[src/mgmt_irq_defines.vh]
// Purpose: register indices, field positions and reset values for the
//          management interrupt aggregator.
// Assumes: one 32-bit AXI4-Lite word per register, byte address = 4 * index.
// Notes:   printed offsets are not word multiples, so they are kept as indices.
//
// Operation
// RULE1: writing one clears a status bit
// RULE2: status a latches pins 20-22, 24-26, 60
// RULE3: status b latches pins 30-33, 41-43, 61
// RULE4: status fans latches pins 54-57, tach 1-2
// RULE5: slot after status fans reads zero
// RULE6: enable peripherals gates parallel, serial, floppy, midi
// RULE7: enable routing gates mouse, keyboard, infrared, port92
// RULE8: routing bit 5 forwards group to wake
// RULE9: routing bit 6 forwards group to serial irq
// RULE10: routing bit 7 drives group onto pin
// RULE11: enable pins a gates status a bitwise
// RULE12: enable pins b gates status b bitwise
// RULE13: enable one admits source, zero blocks
// RULE14: peripheral status follows source, not clearable
// RULE15: infrared status sets on transition, read clears
// RULE16: group active when any enabled status set
// RULE17: all status and enables reset to zero
`ifndef MGMT_IRQ_DEFINES_VH
`define MGMT_IRQ_DEFINES_VH

// ----
// register indices (byte address is four times the index)
// ----
`define IDX_STATUS_PERIPH 6'h10
`define IDX_STATUS_INPUTS 6'h11
`define IDX_STATUS_PINS_A 6'h12
`define IDX_STATUS_PINS_B 6'h13
`define IDX_STATUS_PINS_FANS 6'h14
`define IDX_RESERVED_ZERO 6'h15
`define IDX_ENABLE_PERIPH 6'h16
`define IDX_ENABLE_ROUTING 6'h17
`define IDX_ENABLE_PINS_A 6'h18
`define IDX_ENABLE_PINS_B 6'h19
`define IDX_ENABLE_PINS_FANS 6'h1a

// ----
// implemented-bit masks; reserved bits read zero
// ----
`define MASK_PERIPH 8'h3e
`define MASK_INPUTS 8'h17
`define MASK_PINS_A 8'hf7
`define MASK_PINS_B 8'hff
`define MASK_PINS_FANS 8'hcf
`define MASK_ROUTING 8'hf7

// ----
// field positions
// ----
`define BIT_INPUTS_MOUSE 0
`define BIT_INPUTS_KEYBOARD 1
`define BIT_INPUTS_INFRARED 2
`define BIT_INPUTS_PORT92 4
`define BIT_GROUP_TO_WAKE 5
`define BIT_GROUP_TO_SERIAL 6
`define BIT_GROUP_TO_PIN 7

// ----
// reset values and bus answers
// ----
`define RESET_BYTE 8'h00
`define RESP_OKAY 2'b00
`define RESP_SLVERR 2'b10

`endif

[src/mgmt_interrupt_aggregator.v]
// Purpose: management interrupt status, enables and routing, with an
//          AXI4-Lite register port.
// Assumes: all inputs synchronous to sys_clk_in; event inputs are one-cycle
//          pulses, peripheral interrupt inputs are levels.
// Notes:   every output comes straight from a flop, so the group interrupt
//          and its routes lag the status by one cycle.
//
// Chosen here: register access over AXI4-Lite.
`timescale 1ns/1ns
`default_nettype none
`include "mgmt_irq_defines.vh"
module mgmt_interrupt_aggregator
(
   // clock and reset
   input wire sys_clk_in,
   input wire rst_b_in,
   // axi4-lite write address
   input wire s_axi_awvalid_in,
   output wire s_axi_awready_out,
   input wire [7:0] s_axi_awaddr_in,
   input wire [2:0] s_axi_awprot_in,
   // axi4-lite write data
   input wire s_axi_wvalid_in,
   output wire s_axi_wready_out,
   input wire [31:0] s_axi_wdata_in,
   input wire [3:0] s_axi_wstrb_in,
   // axi4-lite write response
   output wire s_axi_bvalid_out,
   input wire s_axi_bready_in,
   output wire [1:0] s_axi_bresp_out,
   // axi4-lite read address
   input wire s_axi_arvalid_in,
   output wire s_axi_arready_out,
   input wire [7:0] s_axi_araddr_in,
   input wire [2:0] s_axi_arprot_in,
   // axi4-lite read data
   output wire s_axi_rvalid_out,
   input wire s_axi_rready_in,
   output wire [31:0] s_axi_rdata_out,
   output wire [1:0] s_axi_rresp_out,
   // pin events, one-cycle pulses
   input wire [7:0] pin_event_a_in,
   input wire [7:0] pin_event_b_in,
   input wire [3:0] pin_event_54_57_in,
   input wire fan_speed_event_1_in,
   input wire fan_speed_event_2_in,
   // peripheral interrupt levels
   input wire parallel_irq_in,
   input wire serial2_irq_in,
   input wire serial1_irq_in,
   input wire floppy_irq_in,
   input wire midi_irq_in,
   input wire mouse_irq_in,
   input wire keyboard_irq_in,
   input wire port92_event_in,
   input wire infrared_rx_in,
   // group interrupt and its routes
   output wire group_mgmt_irq_out,
   output wire mgmt_irq_pin_b_out,
   output wire serial_irq_req_out,
   output wire wake_event_out
);
   // ----
   // declarations
   // ----
   reg awready_q;
   reg wready_q;
   reg bvalid_q;
   reg [1:0] bresp_q;
   reg arready_q;
   reg rvalid_q;
   reg [31:0] rdata_q;
   reg [1:0] rresp_q;
   reg [5:0] wr_idx_q;
   reg [7:0] wr_byte_q;
   reg wr_lane_q;
   reg [7:0] en_periph_q;
   reg [7:0] en_routing_q;
   reg [7:0] en_pins_a_q;
   reg [7:0] en_pins_b_q;
   reg [7:0] en_pins_fans_q;
   reg [7:0] periph_q;
   reg [1:0] inputs_lvl_q;
   reg infrared_q;
   reg port92_q;
   reg group_q;
   reg pin_b_q;
   reg serial_q;
   reg wake_q;
   reg [7:0] rd_byte_d;
   reg rd_hit_d;
   reg wr_hit_d;
   wire aw_take;
   wire w_take;
   wire wr_fire;
   wire ar_take;
   wire [5:0] wr_idx_now;
   wire [5:0] rd_idx;
   wire [7:0] wr_one;
   wire [7:0] clr_a;
   wire [7:0] clr_b;
   wire [7:0] clr_fans;
   wire [7:0] set_fans;
   wire [7:0] status_a;
   wire [7:0] status_b;
   wire [7:0] status_fans;
   wire [7:0] status_inputs;
   wire infrared_edge;
   wire infrared_rd_clr;
   wire port92_clr;
   wire group_d;

   // -----------------------------------------------------------------------
   // write channel: address and data taken in either order
   // -----------------------------------------------------------------------
   // a ready that is high means nothing of that kind is held
   assign aw_take = s_axi_awvalid_in & awready_q;
   assign w_take = s_axi_wvalid_in & wready_q;
   // write happens once both halves are in and no response is pending
   assign wr_fire = ~awready_q & ~wready_q & ~bvalid_q;
   assign wr_idx_now = wr_idx_q;
   assign wr_one = (wr_fire & wr_lane_q) ? wr_byte_q : 8'h00;

   // hold address and data until the write fires
   always @(posedge sys_clk_in)
   begin
      if (!rst_b_in)
      begin
         awready_q <= 1'b1;
         wready_q <= 1'b1;
         wr_idx_q <= 6'h00;
         wr_byte_q <= 8'h00;
         wr_lane_q <= 1'b0;
      end
      else
      begin
         if (aw_take)
         begin
            awready_q <= 1'b0;
            wr_idx_q <= s_axi_awaddr_in[7:2];
         end
         else if (wr_fire)
            awready_q <= 1'b1;
         if (w_take)
         begin
            wready_q <= 1'b0;
            wr_byte_q <= s_axi_wdata_in[7:0];
            wr_lane_q <= s_axi_wstrb_in[0]; // only the low lane carries data
         end
         else if (wr_fire)
            wready_q <= 1'b1;
      end
   end

   // write decode: unmapped indices answer with a slave error
   always @*
   begin
      if (wr_idx_now >= `IDX_STATUS_PERIPH && wr_idx_now <= `IDX_ENABLE_PINS_FANS)
         wr_hit_d = 1'b1;
      else
         wr_hit_d = 1'b0;
   end

   // write response
   always @(posedge sys_clk_in)
   begin
      if (!rst_b_in)
      begin
         bvalid_q <= 1'b0;
         bresp_q <= `RESP_OKAY;
      end
      else if (wr_fire)
      begin
         bvalid_q <= 1'b1;
         bresp_q <= wr_hit_d ? `RESP_OKAY : `RESP_SLVERR;
      end
      else if (s_axi_bready_in)
         bvalid_q <= 1'b0;
   end

   // ----
   // enable registers
   // ----
   // reserved bits are never stored, so they read back as zero
   always @(posedge sys_clk_in)
   begin
      if (!rst_b_in)
      begin
         en_periph_q <= `RESET_BYTE; // RULE17
         en_routing_q <= `RESET_BYTE;
         en_pins_a_q <= `RESET_BYTE;
         en_pins_b_q <= `RESET_BYTE;
         en_pins_fans_q <= `RESET_BYTE;
      end
      else if (wr_fire && wr_lane_q)
      begin
         if (wr_idx_now == `IDX_ENABLE_PERIPH)
            en_periph_q <= wr_byte_q & `MASK_PERIPH; // RULE6
         else if (wr_idx_now == `IDX_ENABLE_ROUTING)
            en_routing_q <= wr_byte_q & `MASK_ROUTING; // RULE7
         else if (wr_idx_now == `IDX_ENABLE_PINS_A)
            en_pins_a_q <= wr_byte_q & `MASK_PINS_A; // RULE11
         else if (wr_idx_now == `IDX_ENABLE_PINS_B)
            en_pins_b_q <= wr_byte_q & `MASK_PINS_B; // RULE12
         else if (wr_idx_now == `IDX_ENABLE_PINS_FANS)
            en_pins_fans_q <= wr_byte_q & `MASK_PINS_FANS;
      end
   end

   // -----------------------------------------------------------------------
   // sticky pin status, cleared by writing one
   // -----------------------------------------------------------------------
   assign clr_a = (wr_idx_now == `IDX_STATUS_PINS_A) ? wr_one : 8'h00; // RULE1
   assign clr_b = (wr_idx_now == `IDX_STATUS_PINS_B) ? wr_one : 8'h00;
   assign clr_fans = (wr_idx_now == `IDX_STATUS_PINS_FANS) ? wr_one : 8'h00;
   // tach events land in the top two bits, bits 4 and 5 stay reserved
   assign set_fans = {fan_speed_event_2_in, fan_speed_event_1_in, 2'b00,
                      pin_event_54_57_in}; // RULE4

   // pins 20-22, reserved, 24-26, 60
   sticky_status8 #(.IMPL_MASK(`MASK_PINS_A)) u_status_a
   (
      .sys_clk_in(sys_clk_in),
      .rst_b_in(rst_b_in),
      .set_in(pin_event_a_in), // RULE2
      .clr_in(clr_a),
      .status_out(status_a)
   );

   // pins 30-33, 41-43, 61
   sticky_status8 #(.IMPL_MASK(`MASK_PINS_B)) u_status_b
   (
      .sys_clk_in(sys_clk_in),
      .rst_b_in(rst_b_in),
      .set_in(pin_event_b_in), // RULE3
      .clr_in(clr_b),
      .status_out(status_b)
   );

   // pins 54-57 and both fan tachometers
   sticky_status8 #(.IMPL_MASK(`MASK_PINS_FANS)) u_status_fans
   (
      .sys_clk_in(sys_clk_in),
      .rst_b_in(rst_b_in),
      .set_in(set_fans),
      .clr_in(clr_fans),
      .status_out(status_fans)
   );

   // -----------------------------------------------------------------------
   // peripheral and input status
   // -----------------------------------------------------------------------
   // infrared receive line: either edge counts
   transition_detect u_infrared_edge
   (
      .sys_clk_in(sys_clk_in),
      .rst_b_in(rst_b_in),
      .level_in(infrared_rx_in),
      .pulse_out(infrared_edge)
   );

   // a read of the input status register clears infrared
   assign infrared_rd_clr = ar_take && (rd_idx == `IDX_STATUS_INPUTS);
   assign port92_clr = wr_idx_now == `IDX_STATUS_INPUTS && wr_one[`BIT_INPUTS_PORT92];

   // level bits track their sources; writes cannot touch them
   always @(posedge sys_clk_in)
   begin
      if (!rst_b_in)
      begin
         periph_q <= `RESET_BYTE;
         inputs_lvl_q <= 2'b00;
         infrared_q <= 1'b0;
         port92_q <= 1'b0;
      end
      else
      begin
         periph_q <= {2'b00, midi_irq_in, floppy_irq_in, serial1_irq_in,
                      serial2_irq_in, parallel_irq_in, 1'b0}; // RULE14
         inputs_lvl_q <= {keyboard_irq_in, mouse_irq_in};
         // a new edge beats the read that clears it
         if (infrared_edge)
            infrared_q <= 1'b1; // RULE15
         else if (infrared_rd_clr)
            infrared_q <= 1'b0;
         if (port92_event_in)
            port92_q <= 1'b1;
         else if (port92_clr)
            port92_q <= 1'b0;
      end
   end

   assign status_inputs = {3'b000, port92_q, 1'b0, infrared_q, inputs_lvl_q};

   // -----------------------------------------------------------------------
   // group interrupt and routing
   // -----------------------------------------------------------------------
   // any set status bit whose enable is one asserts the group
   assign group_d = |(periph_q & en_periph_q) // RULE13
                  | |(status_inputs & en_routing_q & `MASK_INPUTS) // RULE7
                  | |(status_a & en_pins_a_q) // RULE11
                  | |(status_b & en_pins_b_q) // RULE12
                  | |(status_fans & en_pins_fans_q); // RULE16

   // routes are registered from the same combined term, so they line up
   always @(posedge sys_clk_in)
   begin
      if (!rst_b_in)
      begin
         group_q <= 1'b0;
         pin_b_q <= 1'b1;
         serial_q <= 1'b0;
         wake_q <= 1'b0;
      end
      else
      begin
         group_q <= group_d; // RULE16
         pin_b_q <= ~(group_d & en_routing_q[`BIT_GROUP_TO_PIN]); // RULE10
         serial_q <= group_d & en_routing_q[`BIT_GROUP_TO_SERIAL]; // RULE9
         wake_q <= group_d & en_routing_q[`BIT_GROUP_TO_WAKE]; // RULE8
      end
   end

   // -----------------------------------------------------------------------
   // read channel
   // -----------------------------------------------------------------------
   // one read at a time; data registered at the address handshake
   assign ar_take = s_axi_arvalid_in & arready_q;
   assign rd_idx = s_axi_araddr_in[7:2];

   // read mux; the slot after the fan status always reads zero
   always @*
   begin
      rd_hit_d = 1'b1;
      if (rd_idx == `IDX_STATUS_PERIPH)
         rd_byte_d = periph_q;
      else if (rd_idx == `IDX_STATUS_INPUTS)
         rd_byte_d = status_inputs;
      else if (rd_idx == `IDX_STATUS_PINS_A)
         rd_byte_d = status_a;
      else if (rd_idx == `IDX_STATUS_PINS_B)
         rd_byte_d = status_b;
      else if (rd_idx == `IDX_STATUS_PINS_FANS)
         rd_byte_d = status_fans;
      else if (rd_idx == `IDX_RESERVED_ZERO)
         rd_byte_d = 8'h00; // RULE5
      else if (rd_idx == `IDX_ENABLE_PERIPH)
         rd_byte_d = en_periph_q;
      else if (rd_idx == `IDX_ENABLE_ROUTING)
         rd_byte_d = en_routing_q;
      else if (rd_idx == `IDX_ENABLE_PINS_A)
         rd_byte_d = en_pins_a_q;
      else if (rd_idx == `IDX_ENABLE_PINS_B)
         rd_byte_d = en_pins_b_q;
      else if (rd_idx == `IDX_ENABLE_PINS_FANS)
         rd_byte_d = en_pins_fans_q;
      else
      begin
         rd_byte_d = 8'h00;
         rd_hit_d = 1'b0;
      end
   end

   // read handshake and data hold
   always @(posedge sys_clk_in)
   begin
      if (!rst_b_in)
      begin
         arready_q <= 1'b1;
         rvalid_q <= 1'b0;
         rdata_q <= 32'h00000000;
         rresp_q <= `RESP_OKAY;
      end
      else if (ar_take)
      begin
         arready_q <= 1'b0;
         rvalid_q <= 1'b1;
         rdata_q <= {24'h000000, rd_byte_d};
         rresp_q <= rd_hit_d ? `RESP_OKAY : `RESP_SLVERR;
      end
      else if (rvalid_q && s_axi_rready_in)
      begin
         rvalid_q <= 1'b0;
         arready_q <= 1'b1;
      end
   end

   // ----
   // outputs, all from flops
   // ----
   assign s_axi_awready_out = awready_q;
   assign s_axi_wready_out = wready_q;
   assign s_axi_bvalid_out = bvalid_q;
   assign s_axi_bresp_out = bresp_q;
   assign s_axi_arready_out = arready_q;
   assign s_axi_rvalid_out = rvalid_q;
   assign s_axi_rdata_out = rdata_q;
   assign s_axi_rresp_out = rresp_q;
   assign group_mgmt_irq_out = group_q;
   assign mgmt_irq_pin_b_out = pin_b_q;
   assign serial_irq_req_out = serial_q;
   assign wake_event_out = wake_q;
endmodule // mgmt_interrupt_aggregator
`default_nettype wire

[src/sticky_status8.v]
// Purpose: eight sticky status bits, set by event, cleared by write-one.
// Assumes: set and clear strobes are one cycle wide.
// Notes:   a set in the cycle of its clear wins, so no event is lost.
`timescale 1ns/1ns
`default_nettype none
module sticky_status8
#(
   parameter [7:0] IMPL_MASK = 8'hff
)
(
   // clock and reset
   input wire sys_clk_in,
   input wire rst_b_in,
   // strobes
   input wire [7:0] set_in,
   input wire [7:0] clr_in,
   // state
   output wire [7:0] status_out
);
   reg [7:0] status_q;
   genvar i;

   // ----
   // one flop per bit; reserved bits stay at zero
   // ----
   generate
      for (i = 0; i < 8; i = i + 1)
      begin : g_bit
         if (IMPL_MASK[i])
         begin : g_impl
            always @(posedge sys_clk_in)
            begin
               if (!rst_b_in)
                  status_q[i] <= 1'b0; // RULE17
               else if (set_in[i])
                  status_q[i] <= 1'b1;
               else if (clr_in[i])
                  status_q[i] <= 1'b0; // RULE1
            end
         end
         else
         begin : g_rsvd
            always @(posedge sys_clk_in)
            begin
               status_q[i] <= 1'b0;
            end
         end
      end
   endgenerate

   assign status_out = status_q;
endmodule // sticky_status8
`default_nettype wire

[src/transition_detect.v]
// Purpose: one-cycle pulse on either edge of a synchronous level.
// Assumes: input already synchronous to sys_clk_in.
// Notes:   the first cycle after reset never pulses, whatever the level.
`timescale 1ns/1ns
`default_nettype none
module transition_detect
(
   // clock and reset
   input wire sys_clk_in,
   input wire rst_b_in,
   // level in, pulse out
   input wire level_in,
   output wire pulse_out
);
   reg last_q;
   reg primed_q;

   // ----
   // remember last level; primed suppresses a false edge out of reset
   // ----
   always @(posedge sys_clk_in)
   begin
      if (!rst_b_in)
      begin
         last_q <= 1'b0;
         primed_q <= 1'b0;
      end
      else
      begin
         last_q <= level_in;
         primed_q <= 1'b1;
      end
   end

   assign pulse_out = primed_q & (last_q ^ level_in);
endmodule // transition_detect
`default_nettype wire
[config.mk]
export PLATFORM = sky130hd
export DESIGN_NAME = mgmt_interrupt_aggregator
export DESIGN_NICKNAME = d
export VERILOG_FILES = /design/src/mgmt_interrupt_aggregator.v /design/src/sticky_status8.v /design/src/transition_detect.v
export VERILOG_INCLUDE_DIRS = /design/src
export SDC_FILE = /design/constraint.sdc
export NUM_CORES = 1
export LEC_CHECK = 0
export BUFFER_PORTS_ARGS = -buffer_cell sky130_fd_sc_hd__buf_2
export CORE_MARGIN = 8
export CORE_UTILIZATION = 52
export CTS_CLUSTER_SIZE = 16
export DETAILED_ROUTE_END_ITERATION = 7
export MAX_ROUTING_LAYER = met4
export PLACE_DENSITY = 0.78
export SYNTH_ARGS = -nofsm -noshare
export SYNTH_HDL_FRONTEND = slang
export SYNTH_SLANG_ARGS = --single-unit
export TNS_END_PERCENT = 5
[constraint.sdc]
create_clock -name sys_clk_in -period 1.9 [get_ports sys_clk_in]
set_clock_uncertainty 0.05 [all_clocks]
set_input_delay 0.19 -clock sys_clk_in [delete_from_list [all_inputs] [get_ports sys_clk_in]]
set_output_delay 0.19 -clock sys_clk_in [all_outputs]
set_load 0.05 [all_outputs]
* Word-level counts from Yosys, hierarchy flattened
Index checks and enable logic that the tools add are counted.
** Cells by class
- Bitwise operators :: 28
- Muxes and demuxes :: 85
- Reductions and logical operators :: 42
- Equal/unequal tests :: 20
- $lt $le $gt $ge :: 2
** Operators by type and width (count)
- $eq A6 B5 Y1 const B :: 20
- $mux W8 :: 15
- $mux W1 :: 68
- $reduce_bool A2 Y1 :: 27
- $reduce_or A8 Y1 :: 4
- $and A8 B8 Y8 :: 3
- $and A1 B1 Y1 :: 10
- $and A8 B6 Y8 :: 1
- $not A1 Y1 :: 8
- $ge A6 B5 Y1 const B :: 1
- $le A6 B5 Y1 const B :: 1
- $reduce_and A6 Y1 :: 1
- $and A5 B5 Y5 :: 1
- $logic_and A1 B1 Y1 :: 5
- $reduce_and A5 Y1 :: 1
- $mux W2 :: 2
- $or A1 B1 Y1 :: 4
- $reduce_and A4 Y1 :: 1
- $reduce_or A4 Y1 :: 1
- $reduce_and A3 Y1 :: 1
- $reduce_and A2 Y1 :: 1
- $xor A1 B1 Y1 :: 1
** Storage, ports and cells
- Bits of input ports :: 96
- Flip-flop bits (word level) :: 104
- Word-level logic and storage cells :: 225

* Longest topological paths before layout
- Depth in word-level cells :: 13
- Gate-level depth with buffers :: 7
- Depth with buffers taken out :: 4

* Cells and area by module
A second synthesis with hierarchy kept.
** Second synthesis, totals
- Cells, all modules :: 535
- Area total of the unflattened synthesis :: 4964.8 um^2
** By module, submodules not included
- mgmt_interrupt_aggregator :: area an instance 4050.1 um^2, cells an instance 461, times used 1, seq. area each 1521.5 um^2
- sticky_status8 at u_status_b :: area an instance 337.8 um^2, cells an instance 25, times used 1, seq. area each 160.2 um^2
- sticky_status8 at u_status_fans :: area an instance 266.5 um^2, cells an instance 21, times used 1, seq. area each 120.1 um^2
- sticky_status8 at u_status_a :: area an instance 247.7 um^2, cells an instance 23, times used 1, seq. area each 140.1 um^2
- transition_detect :: area an instance 62.6 um^2, cells an instance 5, times used 1, seq. area each 40.0 um^2

* Worst setup path before layout
Ideal clock, no wire load.
- Path type :: register -> register
- Start :: register bvalid_q (netlist: s_axi_bvalid_out)
- End :: register en_routing_q[0]
- Data required time :: 1722 ps
- Cell stages (with the launch flop) :: 5
- Path slack :: -33 ps
- Path buffers :: 0
- Clock period less this slack :: 1933 ps
- Data arrival time :: 1755 ps
- Cell sequence :: dfxtp_1 or4b_4 nor3_4 mux2i_1 nor2_1
** Between the ends
- Cells in the longest elaborated chain, start to end :: 4
** RTL lines
- start, declared :: line mgmt_interrupt_aggregator.v:68 : reg bvalid_q;
- start signal, assigned :: line mgmt_interrupt_aggregator.v:169 : bvalid_q <= 1'b0;
- start signal, assigned :: line mgmt_interrupt_aggregator.v:174 : bvalid_q <= 1'b1;
- start signal, assigned :: line mgmt_interrupt_aggregator.v:178 : bvalid_q <= 1'b0;
- $not A1 Y1 :: line mgmt_interrupt_aggregator.v:120 : assign wr_fire = ~awready_q & ~wready_q & ~bvalid_q;
- $and A1 B1 Y1 :: line mgmt_interrupt_aggregator.v:120
- $logic_and A1 B1 Y1 :: line mgmt_interrupt_aggregator.v:195 : else if (wr_fire && wr_lane_q)
- $reduce_and A3 Y1 (no line)
- end signal, assigned :: line mgmt_interrupt_aggregator.v:190 : en_routing_q <= `RESET_BYTE;
- end signal, assigned :: line mgmt_interrupt_aggregator.v:200 : en_routing_q <= wr_byte_q & `MASK_ROUTING;
- end, declared :: line mgmt_interrupt_aggregator.v:78 : reg [7:0] en_routing_q;
Every way passes these cells.
A chain may end at the register's enable or synchronous reset.

* Worst setup path after layout
- Start :: register wready_q (netlist: s_axi_wready_out)
- End :: register u_status_b.status_q[3] (netlist: u_status_b.status_out[3])
** Between the ends
- Cells in the longest elaborated chain, start to end :: 7
** RTL lines
- start, declared :: line mgmt_interrupt_aggregator.v:67 : reg wready_q;
- start signal, assigned :: line mgmt_interrupt_aggregator.v:130 : wready_q <= 1'b1;
- start signal, assigned :: line mgmt_interrupt_aggregator.v:146 : wready_q <= 1'b0;
- start signal, assigned :: line mgmt_interrupt_aggregator.v:151 : wready_q <= 1'b1;
- $not A1 Y1 :: line mgmt_interrupt_aggregator.v:120
- $and A1 B1 Y1 (2 in a row) :: line mgmt_interrupt_aggregator.v:120
- $and A1 B1 Y1 :: line mgmt_interrupt_aggregator.v:122 : assign wr_one = (wr_fire & wr_lane_q) ? wr_byte_q : 8'h00;
- $mux W8 :: line mgmt_interrupt_aggregator.v:122
- $mux W8 :: line mgmt_interrupt_aggregator.v:214 : assign clr_b = (wr_idx_now == `IDX_STATUS_PINS_B) ? wr_one : 8'h00;
- $reduce_bool A2 Y1 (no line)
- end signal, assigned by index :: line sticky_status8.v:34 : status_q[i] <= 1'b0;
- end signal, assigned by index :: line sticky_status8.v:36 : status_q[i] <= 1'b1;
- end signal, assigned by index :: line sticky_status8.v:38 : status_q[i] <= 1'b0;
- end, declared :: line sticky_status8.v:20 : reg [7:0] status_q;
Every way passes these cells.

==> results.toml <==
[logic_synthesis]
yosysUniqueCellTypes = 66
yosys-top-cells-area = "dfxtp_1 41%, mux2i_1 9.1%, a21oi_1 4.4%"
ys_ff_latch = 99
synthArstFlopShare = 0
synth.avg_cell_area_um2 = 8.94
syn_area_um2 = 4820
seq_area_frac_synth = 0.411
synth_top_area_frac = 0.411
synth_cells = 539
synth_top_area_cell = "dfxtp_1"
synth_flop_cell = "dfxtp_1"
synth_edf_count = 0
yosys_warnings = 0

[power_and_ir_drop]
switching_share = 0.312
ir_worst_vdd_v = 0.000444
p_per_area_nw_per_um2 = 753
power_frac_seq = 0.509
comb_power_share = 0.156
clockPowerShare = 0.335
p_switching_w = 0.00139
leakagePower_nw = 2.48
totalPowerFinal_w = 0.00446
intPower_w = 0.00307

[global_routing]
antenna_found_initial = 0
grt_pass1_vias = 4474
grt_pass1_wl_um = 24700
grt_max_degree = 41
grtUsageTotal = 0.255
overflow = 0

[clock_network]
cts-root-buf = "clkbuf_8"
cts_resized = 0
cts_buffer_depth = 2
htreeDepth = 3
cts_tree = "yes"
numCtsBuffers = 9
clk_pin_slew_ns = 0.12
insertion_delay_ns = 0.38
clock-sinks = 99

[placed_design]
dpl.hpwl_um = 11600
io_buffers = 76
finalWeightedCongestion = 0.963

[sta]
period_share = 0.951
tns_ns = 0
setup_viol = 0
max_slew_margin = 0.651
period_needed_ns = 1.81
final_hold_viol_count = 0
rsz0062_at_grt = "false"
maxSlewViolCount = 0
worst_pin_slew_ns = 0.519
max_freq_ghz = 0.554

[setup_path]
path_cells = "or4b_4 -> nor3b_1 -> a21boi_0 -> o21a_1"
r2r_end = "u_status_b.status_out[3]"
required_ns = 2.12
critPathKind = "reg -> reg"
critPathMaxStageDelay_ns = 0.56
r2r_cells = 4
cp-end-kind = "flip-flop"
ff2ff_setup_slack_ns = 0.09
r2r_start = "s_axi_wready_out"
path_buf_inv = 0
critical_path_arrival_ns = 2.02
cp_top_family = "simple AND/OR/NAND/NOR gates"
slowest_stage = "or4b_4"
worstPathMaxFanout = 5
cp-start-kind = "flip-flop"

[drt]
route.detailed.drc = 0
wire_per_inst_um = 20.2
viasPerCell = 5.92
ant_nets = 0
vias = 4557
drt_pre_antenna_iters = 6
drt_iter0_drc = 372
drt_wl_total_um = 15500

[floorplan]
io_pins = 141
dieHeight_um = 112
rows = 35
dieArea_um2 = 12600
die_w_um = 112
start_util = 0.529
core_um2 = 9110

[run]
drv_cap = 0

[layout]
nFillCells = 759
diodes = 0
syn_to_final_growth_pct = 22.8
layout-drive-gt1-share = 0.206
final_nets = 750

[status]
status = "finished clean"

[min_path]
whs_endpoint = "wr_byte_q[6]"
hold_path_depth = 3
min-delay-start = "s_axi_wdata_in[6]"
hold_class = "in -> reg"
==> flip-flops by register name, indices dropped and copies added, names as in the netlist, 2 cells and up <==
register and cells:
u_status_fans.status_out 6, wr_idx_now 6, en_pins_fans_q 6, periph_q 5
en_periph_q 5, en_pins_a_q 7, inputs_lvl_q 2, wr_byte_q 8
en_pins_b_q 8, en_routing_q 7, s_axi_rdata_out 8, u_status_a.status_out 7
u_status_b.status_out 8
==> power by group through the flow <==
stage / Combinational (W) / Sequential (W) / Clock (W)
global route: 0.000751 / 0.00228 / 0.00160
detailed placement: 0.000621 / 0.00231 / 0
global placement: 0.000611 / 0.00231 / 0
CTS: 0.000685 / 0.00226 / 0.00151
floorplan: 0.000441 / 0.00232 / 0
finish: 0.000695 / 0.00227 / 0.00149
==> worst max-delay path by stage <==
stage / from / to / depth (start not counted)
6_report: s_axi_wready_out / u_status_b.status_out[3] / 4
5_1_grt: wr_idx_now[3] / en_pins_a_q[4] / 4
4_1_cts: s_axi_wready_out / u_status_b.status_out[3] / 4
2_1_floorplan: s_axi_awready_out / u_status_b.status_out[7] / 6
3_5_place_dp: s_axi_araddr_in[3] / s_axi_rdata_out[6] / 5
3_3_place_gp: s_axi_wready_out / u_status_b.status_out[5] / 4
==> final cells by class <==
type,count,area [µm²],share of cell area
Multi-Input combinational cell,389,2530,0.428
Sequential cell,99,1980,0.335
Timing Repair Buffer,145,1010,0.170
Tap cell,111,139,0.0235
Clock buffer,9,124,0.0209
Clock inverter,7,95.1,0.0161
Inverter,10,37.5,0.00634
==> worst reg2reg max path, stage by stage (launching register included) <==
cell and delay [ns]:
dfxtp_1 0.39, or4b_4 0.56, nor3b_1 0.31, a21boi_0 0.18
o21a_1 0.20
==> metal layers <==
metal,up-vias,track usage,share of wire
li1,2137,-,-
met1,2198,0.300,0.43
met2,191,0.418,0.47
met3,31,0.0628,0.072
met4,0,0.0854,0.025
met5,-,-,0
==> Yosys cell counts (10+ instances only) <==
cell type	instances
nand4_1	11
nor2_1	48
o21a_1	28
clkbuf_1	26
mux2i_1	44
o21ai_0	15
buf_4	27
nand2_1	28
inv_1	10
nand3_1	21
a21oi_1	42
a22oi_1	18
dfxtp_1	99
buf_2	10
==> cell usage in the layout (no fill, tap or decap), drive strengths merged, types with 12 or more instances in the layout <==
cell	n
o21ai	15
dlygate4sd3	39
nand3	22
buf	106
a22oi	18
a21oi	42
mux2i	44
inv	12
dfxtp	99
o21a	28
conb	26
nand2	28
nor2	48
nand4	12
==> metrics by stage <==
stage	cells	hold WS, ns	util	worst slack, ns	instance area [µm²]
finish	770	0.00786	0.650	0.0937	5920
global route	770	0.00468	0.650	0.0112	5920
CTS	770	0.00127	0.650	0.142	5920
detailed placement	715	0.350	0.583	0.149	5310
global placement	715	0.344	0.583	0.188	5310
floorplan	564	0.168	-	-0.0282	4910
==> logic make-up (layout without fill, tap and decap cells) <==
family	Yosys count	after routing	share of synthesized area
simple gates	166	166	0.195
compound gates	148	148	0.208
flops	99	99	0.411
buf+inv	76	171	0.0831
mux	48	48	0.101
other cells	1	26	0.000778
xor+xnor	1	1	0.00182
==> repair_timing <==
| action | in CTS | in global routing |
|---|---|---|
| hold buffers | 39 | 0 |
| hold endpoints to repair | 39 | 0 |
| buffers inserted | 0 | 0 |
Note: power is estimated with default switching activity, not from simulation.
